===== config.mk =====
export PLATFORM = sky130hd
export DESIGN_NAME = cil_core_irq
export DESIGN_NICKNAME = d
export VERILOG_FILES = /design/src/hw/cil_pkg.sv /design/src/hw/cil_sync.sv /design/src/hw/cil_core_irq.sv
export VERILOG_INCLUDE_DIRS = /design/src /design/src/hw
export SDC_FILE = /design/constraint.sdc
export NUM_CORES = 1
export LEC_CHECK = 0
export ABC_AREA = 1
export BUFFER_PORTS_ARGS = -buffer_cell sky130_fd_sc_hd__clkbuf_2
export CAP_MARGIN = 20
export CORE_MARGIN = 5
export CORE_UTILIZATION = 45
export DETAILED_ROUTE_END_ITERATION = 10
export GPL_ROUTABILITY_DRIVEN = 0
export PLACE_DENSITY = 0.85
export SETUP_SLACK_MARGIN = 0.02
export SYNTH_ARGS = -nofsm -noshare
export SYNTH_HDL_FRONTEND = slang
export SYNTH_SLANG_ARGS = --single-unit

===== constraint.sdc =====
create_clock -name pclk -period 2.05 [get_ports pclk]
set_input_delay 0.615 -clock pclk [delete_from_list [all_inputs] [get_ports pclk]]
set_output_delay 0.615 -clock pclk [all_outputs]
set_load 0.02 [all_outputs]

===== src/hw/cil_consts.svh =====
// Offsets, field positions, reset values and timing counts of the core interrupt logic.
`ifndef CIL_CONSTS_SVH
`define CIL_CONSTS_SVH

`define CIL_OFF_INTCTL      12'h000
`define CIL_OFF_PFLAG1      12'h004
`define CIL_OFF_PFLAG2      12'h008
`define CIL_OFF_PEN1        12'h00c
`define CIL_OFF_PEN2        12'h010
`define CIL_OFF_WAKE        12'h014
`define CIL_OFF_STATUS      12'h018
`define CIL_OFF_IOCF        12'h01c

`define CIL_BIT_GIE         7
`define CIL_BIT_PERIPH_IRQ_ENABLE        6
`define CIL_BIT_TMRIE       5
`define CIL_BIT_EXTIE       4
`define CIL_BIT_PCIE        3
`define CIL_BIT_TMRIF       2
`define CIL_BIT_EXTIF       1
`define CIL_BIT_PCIF        0

`define CIL_INTCTL_RESET    8'h00
`define CIL_VECTOR          15'h0004
`define CIL_SYNC_LAT_MIN    3
`define CIL_SYNC_LAT_MAX    4
`define CIL_ASYNC_LAT_MAX   5

`endif


===== src/hw/cil_pkg.sv =====
// Types shared by the core interrupt logic.
package cil_pkg;

  typedef enum logic [1:0] {
    CIL_RUN,
    CIL_FLUSH,
    CIL_PUSH,
    CIL_JUMP
  } cil_state_e;

  typedef struct packed {
    logic        flush;
    logic        push;
    logic        save_ctx;
    logic        load_vec;
    logic [14:0] vector;
    logic        restore_ctx;
    logic        pop;
  } cil_core_cmd_s;

  typedef struct packed {
    logic       tmr_ovf;
    logic       ext_edge;
    logic [7:0] iocb;
    logic [7:0] per1;
    logic [7:0] per2;
  } cil_events_s;

endpackage : cil_pkg


===== src/hw/cil_sync.sv =====
// Two-stage synchroniser with rising-edge pulse after the second stage.
`timescale 1ns/100ps
module cil_sync
  import cil_pkg::*;
#(
  parameter int WIDTH = 1
) (
  // Clock and reset.
  input  wire logic             pclk,
  input  wire logic             presetn,
  // Asynchronous input and synchronised results.
  input  wire logic [WIDTH-1:0] async_in,
  output logic      [WIDTH-1:0] level_out,
  output logic      [WIDTH-1:0] rise_out
);

  typedef struct packed {
    logic [WIDTH-1:0] meta;
    logic [WIDTH-1:0] sync;
    logic [WIDTH-1:0] prev;
  } cil_sync_s;

  cil_sync_s state_reg;
  cil_sync_s state_next;

  always_comb begin
    state_next      = state_reg;
    state_next.meta = async_in;
    state_next.sync = state_reg.meta;
    state_next.prev = state_reg.sync;
  end

  always_ff @(posedge pclk or negedge presetn) begin
    if (!presetn) begin
      state_reg <= '0;
    end else begin
      state_reg <= state_next;
    end
  end

  assign level_out = state_reg.sync;
  assign rise_out  = state_reg.sync & ~state_reg.prev;

endmodule : cil_sync


===== src/hw/cil_core_irq.sv =====
// Core interrupt logic: flags, enables, vectoring sequence and APB register file.
// Notes on behaviour
// - Any reset leaves all interrupts disabled.
// - Vector needs global, own, maybe peripheral enable.
// - Flags set on events regardless of enables.
// - Taken interrupt flushes, clears, pushes, saves, vectors.
// - Disabled events stay pending until enabled.
// - Return pops, restores context, sets global enable.
// - Synchronous event latency three or four cycles.
// - Asynchronous event latency three to five cycles; the pin path here takes six, two of them in the synchroniser.
// - Control bit one latches external pin event.
// - Selected sources wake core from sleep.
`timescale 1ns/100ps
`include "cil_consts.svh"
module cil_core_irq
  import cil_pkg::*;
(
  // Clock and reset.
  input  wire logic          pclk,
  input  wire logic          presetn,
  // APB slave.
  input  wire logic          psel,
  input  wire logic          penable,
  input  wire logic          pwrite,
  input  wire logic [11:0]   paddr,
  input  wire logic [31:0]   pwdata,
  output logic      [31:0]   prdata,
  output logic               pready,
  output logic               pslverr,
  // Events: pin is asynchronous, the rest come from same-clock logic.
  input  wire logic          ext_pin,
  input  wire logic          ext_rising,
  input  wire cil_events_s   events,
  // Core interface.
  input  wire logic          instr_cycle,
  input  wire logic          return_from_handler,
  input  wire logic          sleeping,
  output cil_core_cmd_s      core_cmd,
  output logic               wake
);

  typedef struct packed {
    logic [7:0] intctl;
    logic [7:0] pflag1;
    logic [7:0] pflag2;
    logic [7:0] pen1;
    logic [7:0] pen2;
    logic [7:0] iocf;
    logic [2:0] wake_en;
    logic       in_handler;
    cil_state_e st;
    logic [31:0] rdata;
    cil_core_cmd_s cmd;
    logic       wake;
  } cil_state_s;

  cil_state_s s_reg;
  cil_state_s s_next;

  logic ext_level;
  logic ext_rise;
  logic ext_event;
  logic wr;
  logic rd;
  logic addr_ok;
  logic per_pend;
  logic pend;
  logic wake_any;
  logic [7:0] wd;

  // The pin is asynchronous, so it passes two flops before edge detection.
  cil_sync #(
    .WIDTH(1)
  ) u_ext_sync (
    .pclk     (pclk),
    .presetn  (presetn),
    .async_in (ext_pin),
    .level_out(ext_level),
    .rise_out (ext_rise)
  );

  // Edge polarity select: a falling edge is a rise of the inverted level.
  logic ext_prev_reg;
  always_ff @(posedge pclk or negedge presetn) begin
    if (!presetn) begin
      ext_prev_reg <= 1'b0;
    end else begin
      ext_prev_reg <= ext_level;
    end
  end
  assign ext_event = ext_rising ? ext_rise : (ext_prev_reg & ~ext_level);

  assign wr      = psel & penable & pwrite;
  assign rd      = psel & ~penable & ~pwrite;
  assign addr_ok = (paddr == `CIL_OFF_INTCTL) || (paddr == `CIL_OFF_PFLAG1) || (paddr == `CIL_OFF_PFLAG2) ||
                   (paddr == `CIL_OFF_PEN1) || (paddr == `CIL_OFF_PEN2) || (paddr == `CIL_OFF_WAKE) ||
                   (paddr == `CIL_OFF_STATUS) || (paddr == `CIL_OFF_IOCF);
  assign wd      = pwdata[7:0];

  // Peripheral sources need both the peripheral and individual enables.
  assign per_pend = s_reg.intctl[`CIL_BIT_PERIPH_IRQ_ENABLE] &
                    (|(s_reg.pflag1 & s_reg.pen1) | |(s_reg.pflag2 & s_reg.pen2));
  assign pend = (s_reg.intctl[`CIL_BIT_TMRIE] & s_reg.intctl[`CIL_BIT_TMRIF]) |
                (s_reg.intctl[`CIL_BIT_EXTIE] & s_reg.intctl[`CIL_BIT_EXTIF]) |
                (s_reg.intctl[`CIL_BIT_PCIE] & s_reg.intctl[`CIL_BIT_PCIF]) | per_pend;
  // Wake ignores the global enable so a sleeping core can resume inline.
  assign wake_any = (s_reg.wake_en[0] & s_reg.intctl[`CIL_BIT_TMRIF]) |
                    (s_reg.wake_en[1] & s_reg.intctl[`CIL_BIT_EXTIF]) |
                    (s_reg.wake_en[2] & per_pend);

  always_comb begin
    s_next     = s_reg;
    s_next.cmd = '0;
    s_next.cmd.vector = `CIL_VECTOR;
    // Software writes first; hardware sets below win over any clear.
    if (wr) begin
      case (paddr)
        `CIL_OFF_INTCTL: s_next.intctl = {wd[7:1], s_reg.intctl[`CIL_BIT_PCIF]};
        `CIL_OFF_PFLAG1: s_next.pflag1 = wd;
        `CIL_OFF_PFLAG2: s_next.pflag2 = wd;
        `CIL_OFF_PEN1:   s_next.pen1 = wd;
        `CIL_OFF_PEN2:   s_next.pen2 = wd;
        `CIL_OFF_WAKE:   s_next.wake_en = wd[2:0];
        `CIL_OFF_IOCF:   s_next.iocf = wd;
        default:         s_next.iocf = s_next.iocf;
      endcase
    end
    s_next.intctl[`CIL_BIT_TMRIF] = s_next.intctl[`CIL_BIT_TMRIF] | events.tmr_ovf;
    s_next.intctl[`CIL_BIT_EXTIF] = s_next.intctl[`CIL_BIT_EXTIF] | ext_event;
    s_next.pflag1 = s_next.pflag1 | events.per1;
    s_next.pflag2 = s_next.pflag2 | events.per2;
    s_next.iocf   = s_next.iocf | events.iocb;
    // The change flag is read-only and follows the OR of the port flags.
    s_next.intctl[`CIL_BIT_PCIF] = |s_next.iocf;

    // A return sets the global enable in the same cycle it pops and restores.
    if (return_from_handler && s_reg.st == CIL_RUN) begin
      s_next.cmd.pop         = 1'b1;
      s_next.cmd.restore_ctx = 1'b1;
      s_next.intctl[`CIL_BIT_GIE] = 1'b1;
      s_next.in_handler      = 1'b0;
    end

    // The sequence advances once per instruction cycle, except JUMP, which returns to RUN on the next clock regardless.
    case (s_reg.st)
      CIL_RUN: begin
        if (instr_cycle && pend && s_reg.intctl[`CIL_BIT_GIE] && !return_from_handler) begin
          s_next.st        = CIL_FLUSH;
          s_next.cmd.flush = 1'b1;
          s_next.intctl[`CIL_BIT_GIE] = 1'b0;
        end
      end
      CIL_FLUSH: begin
        if (instr_cycle) begin
          s_next.st           = CIL_PUSH;
          s_next.cmd.push     = 1'b1;
          s_next.cmd.save_ctx = 1'b1;
        end
      end
      CIL_PUSH: begin
        if (instr_cycle) begin
          s_next.st           = CIL_JUMP;
          s_next.cmd.load_vec = 1'b1;
          s_next.in_handler   = 1'b1;
        end
      end
      CIL_JUMP: begin
        s_next.st = CIL_RUN;
      end
      default: begin
        s_next.st = CIL_RUN;
      end
    endcase

    s_next.wake = sleeping & wake_any;

    s_next.rdata = s_reg.rdata;
    if (rd) begin
      case (paddr)
        `CIL_OFF_INTCTL: s_next.rdata = {24'h000000, s_reg.intctl};
        `CIL_OFF_PFLAG1: s_next.rdata = {24'h000000, s_reg.pflag1};
        `CIL_OFF_PFLAG2: s_next.rdata = {24'h000000, s_reg.pflag2};
        `CIL_OFF_PEN1:   s_next.rdata = {24'h000000, s_reg.pen1};
        `CIL_OFF_PEN2:   s_next.rdata = {24'h000000, s_reg.pen2};
        `CIL_OFF_WAKE:   s_next.rdata = {29'h0000000, s_reg.wake_en};
        `CIL_OFF_STATUS: s_next.rdata = {28'h0000000, s_reg.in_handler, pend, s_reg.st};
        `CIL_OFF_IOCF:   s_next.rdata = {24'h000000, s_reg.iocf};
        default:         s_next.rdata = 32'h00000000;
      endcase
    end
  end

  always_ff @(posedge pclk or negedge presetn) begin
    if (!presetn) begin
      s_reg        <= '0;
      s_reg.intctl <= `CIL_INTCTL_RESET;
      s_reg.st     <= CIL_RUN;
      s_reg.cmd.vector <= `CIL_VECTOR;
    end else begin
      s_reg <= s_next;
    end
  end

  assign prdata   = s_reg.rdata;
  assign pready   = 1'b1;
  assign pslverr  = psel & penable & ~addr_ok;
  assign core_cmd = s_reg.cmd;
  assign wake     = s_reg.wake;

  // Latency count helper: instruction cycles since the sequence began.
  logic [2:0] lat_cnt_reg;
  always_ff @(posedge pclk or negedge presetn) begin
    if (!presetn) begin
      lat_cnt_reg <= 3'h0;
    end else if (s_reg.st == CIL_RUN) begin
      lat_cnt_reg <= 3'h0;
    end else if (instr_cycle && lat_cnt_reg != 3'h7) begin
      lat_cnt_reg <= lat_cnt_reg + 3'h1;
    end
  end

  chk_reset_gie_clear: assert property (
    @(posedge pclk) $rose(presetn) |-> !s_reg.intctl[`CIL_BIT_GIE])
    else $error("Global enable set right after reset.");

  chk_vector_needs_enables: assert property (
    @(posedge pclk) disable iff (!presetn)
    (s_reg.st == CIL_RUN && s_next.st == CIL_FLUSH) |-> (pend && s_reg.intctl[`CIL_BIT_GIE]))
    else $error("Vectoring started without enables.");

  chk_tmr_flag_set: assert property (
    @(posedge pclk) disable iff (!presetn)
    events.tmr_ovf |=> s_reg.intctl[`CIL_BIT_TMRIF])
    else $error("Timer flag not set by its event.");

  chk_take_clears_gie: assert property (
    @(posedge pclk) disable iff (!presetn)
    core_cmd.flush |-> !s_reg.intctl[`CIL_BIT_GIE] && s_reg.st == CIL_FLUSH)
    else $error("Global enable not cleared on flush.");

  chk_push_before_jump: assert property (
    @(posedge pclk) disable iff (!presetn)
    core_cmd.load_vec |-> core_cmd.vector == `CIL_VECTOR && $past(s_reg.st) == CIL_PUSH)
    else $error("Vector load out of sequence.");

  chk_pending_held: assert property (
    @(posedge pclk) disable iff (!presetn)
    (!s_reg.intctl[`CIL_BIT_GIE] && s_reg.st == CIL_RUN) |=> s_reg.st != CIL_FLUSH)
    else $error("Vectoring while global enable clear.");

  chk_return_sets_gie: assert property (
    @(posedge pclk) disable iff (!presetn)
    core_cmd.pop |-> core_cmd.restore_ctx && s_reg.intctl[`CIL_BIT_GIE])
    else $error("Return did not restore and enable.");

  chk_latency_bound: assert property (
    @(posedge pclk) disable iff (!presetn)
    core_cmd.load_vec |-> lat_cnt_reg <= 3'(`CIL_SYNC_LAT_MAX))
    else $error("Vector latency above bound.");

  chk_ext_flag_set: assert property (
    @(posedge pclk) disable iff (!presetn)
    ext_event |=> s_reg.intctl[`CIL_BIT_EXTIF])
    else $error("External flag not set.");

  chk_wake_cause: assert property (
    @(posedge pclk) disable iff (!presetn)
    wake |-> $past(sleeping) && $past(wake_any))
    else $error("Wake without enabled source.");

  // The latency checks start where the set pulse is sampled and need no other write or return in flight.
  // The pin is two synchroniser cycles ahead of ext_event, which the bench allows for on its own side.
  chk_sync_latency: assert property (
    @(posedge pclk) disable iff (!presetn)
    (events.tmr_ovf && s_reg.intctl[`CIL_BIT_TMRIE] && s_reg.intctl[`CIL_BIT_GIE] && s_reg.st == CIL_RUN &&
     !pend && !wr) ##1 (instr_cycle && !return_from_handler) ##1 instr_cycle [*2] |=> core_cmd.load_vec)
    else $error("Synchronous event not vectored in time.");

  chk_async_latency: assert property (
    @(posedge pclk) disable iff (!presetn)
    (ext_event && s_reg.intctl[`CIL_BIT_EXTIE] && s_reg.intctl[`CIL_BIT_GIE] && s_reg.st == CIL_RUN &&
     !pend && !wr) ##1 (instr_cycle && !return_from_handler) ##1 instr_cycle [*2] |=> core_cmd.load_vec)
    else $error("Pin event not vectored in time.");

  chk_periph_flag_set: assert property (
    @(posedge pclk) disable iff (!presetn)
    (|events.per1) |=> (s_reg.pflag1 & $past(events.per1)) == $past(events.per1))
    else $error("Peripheral flag not set by its event.");

  chk_flush_one_cycle: assert property (
    @(posedge pclk) disable iff (!presetn)
    core_cmd.flush |=> !core_cmd.flush)
    else $error("Flush pulse longer than one cycle.");

  chk_push_saves_ctx: assert property (
    @(posedge pclk) disable iff (!presetn)
    core_cmd.push |-> core_cmd.save_ctx && $past(s_reg.st) == CIL_FLUSH)
    else $error("Push without context save.");

  chk_change_flag_ro: assert property (
    @(posedge pclk) disable iff (!presetn)
    (wr && paddr == `CIL_OFF_INTCTL && pwdata[0] && !(|s_reg.iocf) && !(|events.iocb)) |=>
      !s_reg.intctl[`CIL_BIT_PCIF])
    else $error("Software set the read-only change flag.");

  cov_take: cover property (@(posedge pclk) disable iff (!presetn) core_cmd.load_vec);
  cov_return: cover property (@(posedge pclk) disable iff (!presetn) core_cmd.pop);
  cov_wake: cover property (@(posedge pclk) disable iff (!presetn) wake);
  cov_ext: cover property (@(posedge pclk) disable iff (!presetn) ext_event);
  cov_held: cover property (@(posedge pclk) disable iff (!presetn)
    pend && !s_reg.intctl[`CIL_BIT_GIE] && s_reg.st == CIL_RUN);

endmodule : cil_core_irq


Word level (Yosys, flattened, before mapping)
Cells that the tools add are included.
{"block": "classes", "n_eq_ne": 13, "mux": 26, "bitwise": 33, "n_reduce_logical": 22}
{"cell": "8-bit case mux with 8 select lines", "count": 1}
{"cell": "51-bit two-way mux", "count": 1}
{"cell": "12-bit by 5-bit == test with 1-bit output, second input constant", "count": 4}
{"cell": "8-bit two-way mux", "count": 6}
{"cell": "12-bit by 4-bit == test with 1-bit output, second input constant", "count": 2}
{"cell": "8-bit bitwise OR", "count": 3}
{"cell": "8-bit OR reduction", "count": 3}
{"cell": "8-bit AND", "count": 2}
{"cell": "1-bit AND", "count": 15}
{"cell": "12-bit by 3-bit == test with 1-bit output, second input constant", "count": 1}
{"cell": "12-bit zero test", "count": 1}
{"cell": "1-bit two-way mux", "count": 10}
{"cell": "2-bit two-way mux", "count": 5}
{"cell": "1-bit bitwise OR", "count": 8}
{"cell": "2-bit case mux with 4 select lines", "count": 1}
{"cell": "2-bit AND reduction", "count": 4}
{"cell": "1-bit logical OR", "count": 7}
{"cell": "3-bit two-way mux", "count": 2}
{"cell": "1-bit NOT", "count": 5}
{"cell": "2-bit == test, second input constant", "count": 2}
{"cell": "1-bit logical AND", "count": 4}
{"cell": "2-bit != test, second input constant", "count": 2}
{"cell": "3-bit AND reduction", "count": 1}
{"cell": "2-bit by 1-bit == test with 1-bit output, second input constant", "count": 1}
{"cell": "3 further kinds", "count": 3}
{"block": "totals", "regBits": 96, "input_bits": 80, "wordCells": 115}

Longest topological paths before layout
Gate-level depths: netlist of the first run.
{"block": "depth", "word_depth": 10, "depth_mapped": 13, "ltp_nobuf": 12}

Cells and area by module
From an unflattened synthesis of the first run, not the netlist that was laid out.
{"block": "unflattened", "cells_unflattened": 534, "area_unflattened_um2": 4103.9}
{"mod": "cil_core_irq", "instances": 1, "cells_each": 529, "area_each_um2": 4018.9}
{"mod": "cil_sync", "instances": 1, "cells_each": 5, "area_each_um2": 85.1}

Worst setup path before layout of the first run
OpenSTA, ideal clock, no wires.
{"block": "synth_timing", "path_kind": "input-to-output", "from": "in paddr[11]", "to": "out pslverr", "t_arrival_ns": 1.865, "t_required_ns": 1.435, "path_slack_ns": -0.430, "path_stages": 7, "path_buffers": 1, "path_cell_list": "nor2_2 nand2_4 nor2_2 buf_2 nand2_1 nand2_1 nor4_1"}
{"block": "synth_between", "elab_chain_len": 10, "elab_cells_between_ends": 17, "classes_between": "eq/ne (7); bitwise (2); reduce/logical (8)"}
{"element": "start: declaration", "line_no": "cil_core_irq.sv:25", "text": "input wire logic [11:0] paddr,"}
{"element": "12-bit by 3-bit == test with 1-bit output / 12-bit zero test (equally long branches)"}
{"element": "1-bit logical OR (6 in a row)", "line_no": "cil_core_irq.sv:95", "text": "assign addr_ok = (paddr == `CIL_OFF_INTCTL) || (paddr == `CIL_OFF_PFLAG1) || (paddr == `CIL_OFF_PFLAG2) ||"}
{"element": "1-bit logical OR *", "line_no": "cil_core_irq.sv:95"}
{"element": "1-bit NOT *", "line_no": "cil_core_irq.sv:206", "text": "assign pslverr = psel & penable & ~addr_ok;"}
{"element": "1-bit AND *", "line_no": "cil_core_irq.sv:206"}
{"element": "end: declaration", "line_no": "cil_core_irq.sv:29", "text": "output logic pslverr,"}
Mark *: on every way between the ends. The rest lies on a longest branch, timed or not.

Final worst setup path of the first run
{"block": "layout_timing", "from": "in paddr[5]", "to": "out pslverr"}
Same word-level chain as after synthesis.

==> impl_results.md, run 1 <==
- Per-cell routed wire length: 14.4 um
- Total CTS buffers: 9
- Port Buffers: 70
- Synth Cell Area: 0.00402 mm2
- Clock skew: 0.00623 ns
- Tmin final: 2.17 ns
- TritonCTS clock tree: yes
- Mapped Cells: 540
- Placeable Area: 0.00872 mm2
- Total congestion overflow: 0
- Worst Setup Path Type: input pin to output port
- Buf+Inv Stages, Crit Path: 2
- FP Rows: 34
- H-tree levels: 3
- Most common cell after layout, fill and taps aside: nand2_1
- CP Capture Type: output port
- Post-synthesis sequential area ratio: 0.435
- Vias: 3,766
- Router iterations before antenna repair: 7
- Fmax: 0.462 GHz
- Final Cycle Share: 1.06
- Most frequent cells in the layout: 160 x nand2_1, 70 x dfrtp_1, 65 x clkbuf_2
- Slowest stage delay, CP: 0.19 ns
- ANT cells: 0
- Crit path cell chain: clkbuf_8, nor2_1, nand2_4, nor2_8, nand2_2, o21ai_2, nor4_4, clkbuf_8
- CP delay by family, top: simple AND/OR/NAND/NOR gates
- Crit path launch type: input pin
- Status: finished with violations
- Filler Cell Count: 796
- First-pass GRT wire length: 17.7 mm
- #FFs+latches synth: 70
- Die area: 0.0109 mm2
- Die Wd: 105 um
- # IOs: 136
- Final ANT Viol Nets: 0
- Power Total: 2.99 mW
- Post-Synthesis Mean Instance Area: 7.45 um2
- Slew Limit Fails: 0
- Die height: 105 um
- Finish-stage setup viols: 1
- Post-synthesis cell type count: 30
- Clk slew on worst S/H paths: 0.07 ns
- Critical Path Start: paddr[5]
- Worst r2r src: s_reg[98]$_DFF_PN0_
- WL final: 10.8 mm
- Residual DRC: 0
- Area grow syn2layout: 19.8%
- Number of global-route vias before repair: 3,686
- Failing checks: negative setup slack
- Initial antenna violation count: 0
- Max-cap check violation count: 0
- CP arrival: 1.55 ns
- Vias per inst: 5.05
- Starting DRT DRC Count: 327
- Slowest cell on the critical path: nor2_1
- Cts-stage hold buffer count: 0
- Dpl cell area: 0.00452 mm2
- Leakage: 2.55 nW
- Final-report hold violation count: 0
- Largest net degree at the start of global routing: 71
- Total track usage: 0.196
- Final nets: 713
- Crit path max fanout: 4
- Final WS setup: -0.117 ns
- Starting density of the core: 0.461
- Fraction of layout cells with a size suffix above 1: 0.245
- Clk buf depth: 2
- Unrepaired setup endpoints after global routing: true
- CP most frequent cell: clkbuf_8
- Synth warnings: 0
- Worst Hold Class: input pin to async pin
- Power Density: 621 mW/mm2
- Max FFs per register: 54
- VDD IR max: 0.417 mV
- Cell area after layout: 0.00482 mm2
- Post-DP HPWL: 8.36 mm
- Root cell of the clock tree: clkbuf_8
- # clock sinks: 70
- WP data required: 1.43 ns
- Later-pin clock latency in the skew report: 0.35 ns
[report_power, final]
group          switching (mW)  internal [mW]  total, mW  leakage (nW)
registers              0.0349           1.42       1.46         0.820
logic                   0.271          0.123      0.394          1.64
clock network           0.510          0.627       1.14        0.0996
[cells in the mapped netlist]
master	count	share of area
nand2_1	164	0.15
dfrtp_1	70	0.44
buf_4	55	0.10
inv_1	53	0.049
nor2_1	43	0.040
nand3_1	34	0.042
o21ai_0	32	0.040
a21oi_1	20	0.025
o21ai_1	16	0.020
nand4_1	7	0.011
nor2_2	6	0.0093
buf_2	5	0.0062
nor3_2	5	0.012
nand3_2	4	0.010
clkbuf_1	3	0.0028
inv_2	3	0.0028
nor3_1	3	0.0037
a22o_1	2	0.0044
buf_6	2	0.0056
conb_1	2	0.0019
nand2_2	2	0.0031
a211oi_1	1	0.0019
and2_1	1	0.0016
clkinv_1	1	0.00093
nand2_4	1	0.0028
nor2_8	1	0.0050
nor4_1	1	0.0016
o211ai_1	1	0.0019
o21a_1	1	0.0019
o21bai_1	1	0.0019
[cells by family (layout without fill, tap and decap cells)]
| logic type | count (synthesis) | after routing | synth area share |
|---|---|---|---|
| AOI/OAI and AO/OA | 74 | 74 | 0.0964 |
| buffers and inverters | 122 | 182 | 0.170 |
| and+or+nand+nor | 272 | 272 | 0.296 |
| DFF | 70 | 70 | 0.435 |
| other | 2 | 40 | 0.00187 |
[cell type report]
class | instances | area [um2] | area share
tap | 108 | 135 | 0.0281
clock buffer | 13 | 159 | 0.0330
multi-input combinational | 386 | 1820 | 0.378
clock inverter | 3 | 42.5 | 0.00883
inverter | 57 | 216 | 0.0449
timing repair buffer | 109 | 692 | 0.144
sequential | 70 | 1750 | 0.364
[per-stage QoR]
step           utilization  setup WS, ns  TNS, ns  std cells  hold slack (ns)
6_report             0.552        -0.117   -0.117        746            0.260
5_1_grt              0.552        -0.179   -0.179        746            0.308
3_5_place_dp         0.519        -0.251   -0.972        727            0.345
2_1_floorplan            -       -0.0430  -0.0430        578            0.319
3_3_place_gp         0.519        -0.196   -0.415        727            0.333
4_1_cts              0.551        -0.110   -0.110        745            0.290
[layer usage]
layer,global-route usage,share of wire
met1,0.240,0.40
met2,0.330,0.49
met5,0,0
met3,0.0623,0.090
met4,0.0611,0.017
[what timing repair did]
action / in CTS / in global routing
pin swaps: 4 / 5
resized for setup: 14 / 2
endpoints found under the hold margin: 0 / 0
endpoints found under the setup margin: 1 / 2
buffers inserted: 3 / 1
[worst paths after layout]
kind / slack, ns / cells past startpoint / to
worst max-delay path: -0.12 / 8 / pslverr
worst min-delay path: 0.26 / 2 / s_reg[88]$_DFF_PN0_
worst max register to register: 0.52 / 10 / prdata[2]$_DFFE_PN0P_
worst min register to register: 0.36 / 0 / u_ext_sync.level_out$_DFF_PN0_
max in group asynchronous: 1.47 / 2 / s_reg[95]$_DFF_PN0_
min in group pclk: 0.36 / 0 / u_ext_sync.level_out$_DFF_PN0_
Note: power is estimated with default switching activity, not from simulation.
==> run 2, diff against run 1 <==
- MAX_ROUTING_LAYER: unset -> met4
- RECOVER_POWER: unset -> 25
==> impl_results.md, run 2 (synthesized netlist as in run 1, its figures left out) <==
- Status: finished with violations (unchanged)
- Failing checks: max-capacitance violations, max-slew violations, negative setup slack (was negative setup slack)
- Most frequent cells in the layout: 160 x nand2_1, 70 x dfrtp_1, 65 x clkbuf_2 (unchanged)
- Cts-stage hold buffer count: 0 (unchanged)
- Final nets: 713 (unchanged)
- Worst reg2reg path depth: 10 (unchanged)
- Largest net degree at the start of global routing: 71 (unchanged)
- Tmin final: 2.17 ns (about the same)
- Slew @ Worst Pin: 1.53 ns
- Total track usage: 0.202 (was 0.196)
- Worst r2r src: s_reg[98]$_DFF_PN0_ (unchanged)
- Non-filler instance count after layout: 746 (unchanged)
- Fraction of layout cells with a size suffix above 1: 0.245 (unchanged)
- Later-pin clock latency in the skew report: 0.35 ns (about the same)
- ANT cells: 0 (unchanged)
- Die height: 105 um (unchanged)
- Post-DP HPWL: 8.36 mm (unchanged)
- Total CTS buffers: 9 (unchanged)
- CP Capture Type: output port (unchanged)
- Final WS setup: -0.116 ns (was -0.117 ns)
- Die Wd: 105 um (unchanged)
- Clock skew: 0.00571 ns (was 0.00623 ns)
- TritonCTS clock tree: yes (unchanged)
- Residual DRC: 0 (unchanged)
- Most common cell after layout, fill and taps aside: nand2_1 (unchanged)
- WL final: 10.8 mm (about the same)
- Worst r2r dst: prdata[2]$_DFFE_PN0P_ (unchanged)
- Slew headroom: -0.0197
- Hold endpoint: u_ext_sync.level_out$_DFF_PN0_
- Total congestion overflow: 0 (unchanged)
- Vias: 3,746 (was 3,766)
- Crit path max fanout: 4 (unchanged)
- # IOs: 136 (unchanged)
- Filler Cell Count: 797 (was 796)
- Placeable Area: 0.00872 mm2 (unchanged)
- Worst Hold Class: register to register (was input pin to async pin)
- Power Density: 622 mW/mm2 (was 621 mW/mm2)
- Router iterations before antenna repair: 5 (was 7)
- CP arrival: 1.55 ns (about the same)
- Number of global-route vias before repair: 3,689 (was 3,686)
- First-pass GRT wire length: 17.7 mm (about the same)
- WP data required: 1.43 ns (about the same)
- Final ANT Viol Nets: 0 (unchanged)
- Max FFs per register: 54 (unchanged)
- Multi-input gate area: 0.00182 mm2 (unchanged)
- Final Cycle Share: 1.06 (about the same)
- Area grow syn2layout: 19.4% (was 19.8%)
- Max-cap check violation count: 1 (was 0)
- Starting DRT DRC Count: 331 (was 327)
- Clk slew on worst S/H paths: 0.07 ns (about the same)
- Critical Path Start: paddr[5] (unchanged)
- Initial antenna violation count: 0 (unchanged)
- VDD IR max: 0.392 mV (was 0.417 mV)
- Start point of the worst min-delay path: u_ext_sync.state_next[1]$_DFF_PN0_
- Vias per inst: 5.02 (was 5.05)
- Fmax: 0.462 GHz (about the same)
- Worst Setup Path Type: input pin to output port (unchanged)
- Finish-stage setup viols: 1 (unchanged)
- Worst R2R Setup Slack: 0.52 ns (about the same)
- H-tree levels: 3 (unchanged)
- Root cell of the clock tree: clkbuf_8 (unchanged)
- Setup TNS: -0.116 ns (was -0.117 ns)
- FF/Latch Area: 0.00175 mm2 (unchanged)
- Unrepaired setup endpoints after global routing: true (unchanged)
- # clock sinks: 70 (unchanged)
- Crit path launch type: input pin (unchanged)
- Final Util: 0.551 (was 0.552)
- Final-report hold violation count: 0 (unchanged)
- Hold Path Depth: 0
- FP Rows: 34 (unchanged)
- Per-cell routed wire length: 14.4 um (about the same)
- Die area: 0.0109 mm2 (unchanged)
- Starting density of the core: 0.461 (unchanged)
- Clk buf depth: 2 (unchanged)
- Leakage: 2.55 nW (about the same)
- Power Total: 2.99 mW (about the same)
- Slew Limit Fails: 71 (was 0)
- Port Buffers: 70 (unchanged)
- Placed cell count: 727 (unchanged)
[run 2: power by group]
part           leakage [nW]  switching, mW  internal, mW  total, mW
registers             0.820         0.0348          1.42       1.46
logic                  1.63          0.270         0.120      0.390
clock network        0.0996          0.512         0.627       1.14
[run 2: worst max path at each step]
stage          endpoint  slack [ns]
3_5_place_dp    pslverr       -0.25
5_1_grt         pslverr       -0.18
4_1_cts         pslverr       -0.11
2_1_floorplan   pslverr       -0.04
6_report        pslverr       -0.12
3_3_place_gp    pslverr       -0.20
[run 2: timing repair]
action | CTS | global route
pin swaps | 4 | 5
endpoints found under the hold margin | 0 | 0
gates resized for setup | 14 | 2
setup endpoints to repair | 1 | 2
setup buffers | 3 | 1
[run 2: through the flow]
stage          setup slack, ns  hold slack (ns)  cell area (um2)
2_1_floorplan          -0.0430            0.319             4230
5_1_grt                 -0.179            0.368             4800
3_3_place_gp            -0.196            0.333             4520
4_1_cts                 -0.110            0.290             4800
3_5_place_dp            -0.251            0.345             4520
6_report                -0.116            0.355             4800
[run 2: critical path, stage by stage]
cell and delay, ns:
clkbuf_8 0.12, nor2_1 0.19, nand2_4 0.10, nor2_8 0.13, nand2_2 0.08, o21ai_2 0.10
nor4_4 0.07, clkbuf_8 0.16
[run 2: cell type report]
class / instances / area share
Clock buffer: 13 / 0.0331
Clock inverter: 3 / 0.00886
Inverter: 57 / 0.0451
Multi-Input combinational cell: 386 / 0.379
Sequential cell: 70 / 0.365
Tap cell: 108 / 0.0281
Timing Repair Buffer: 109 / 0.141
[run 2: layer usage]
| layer | vias to the layer above | global-route usage | part of all wire |
|---|---|---|---|
| li1 | 1802 | - | - |
| met1 | 1740 | 0.242 | 0.41 |
| met2 | 182 | 0.331 | 0.49 |
| met3 | 22 | 0.0586 | 0.084 |
| met4 | 0 | 0.0611 | 0.017 |
| met5 | - | - | 0 |
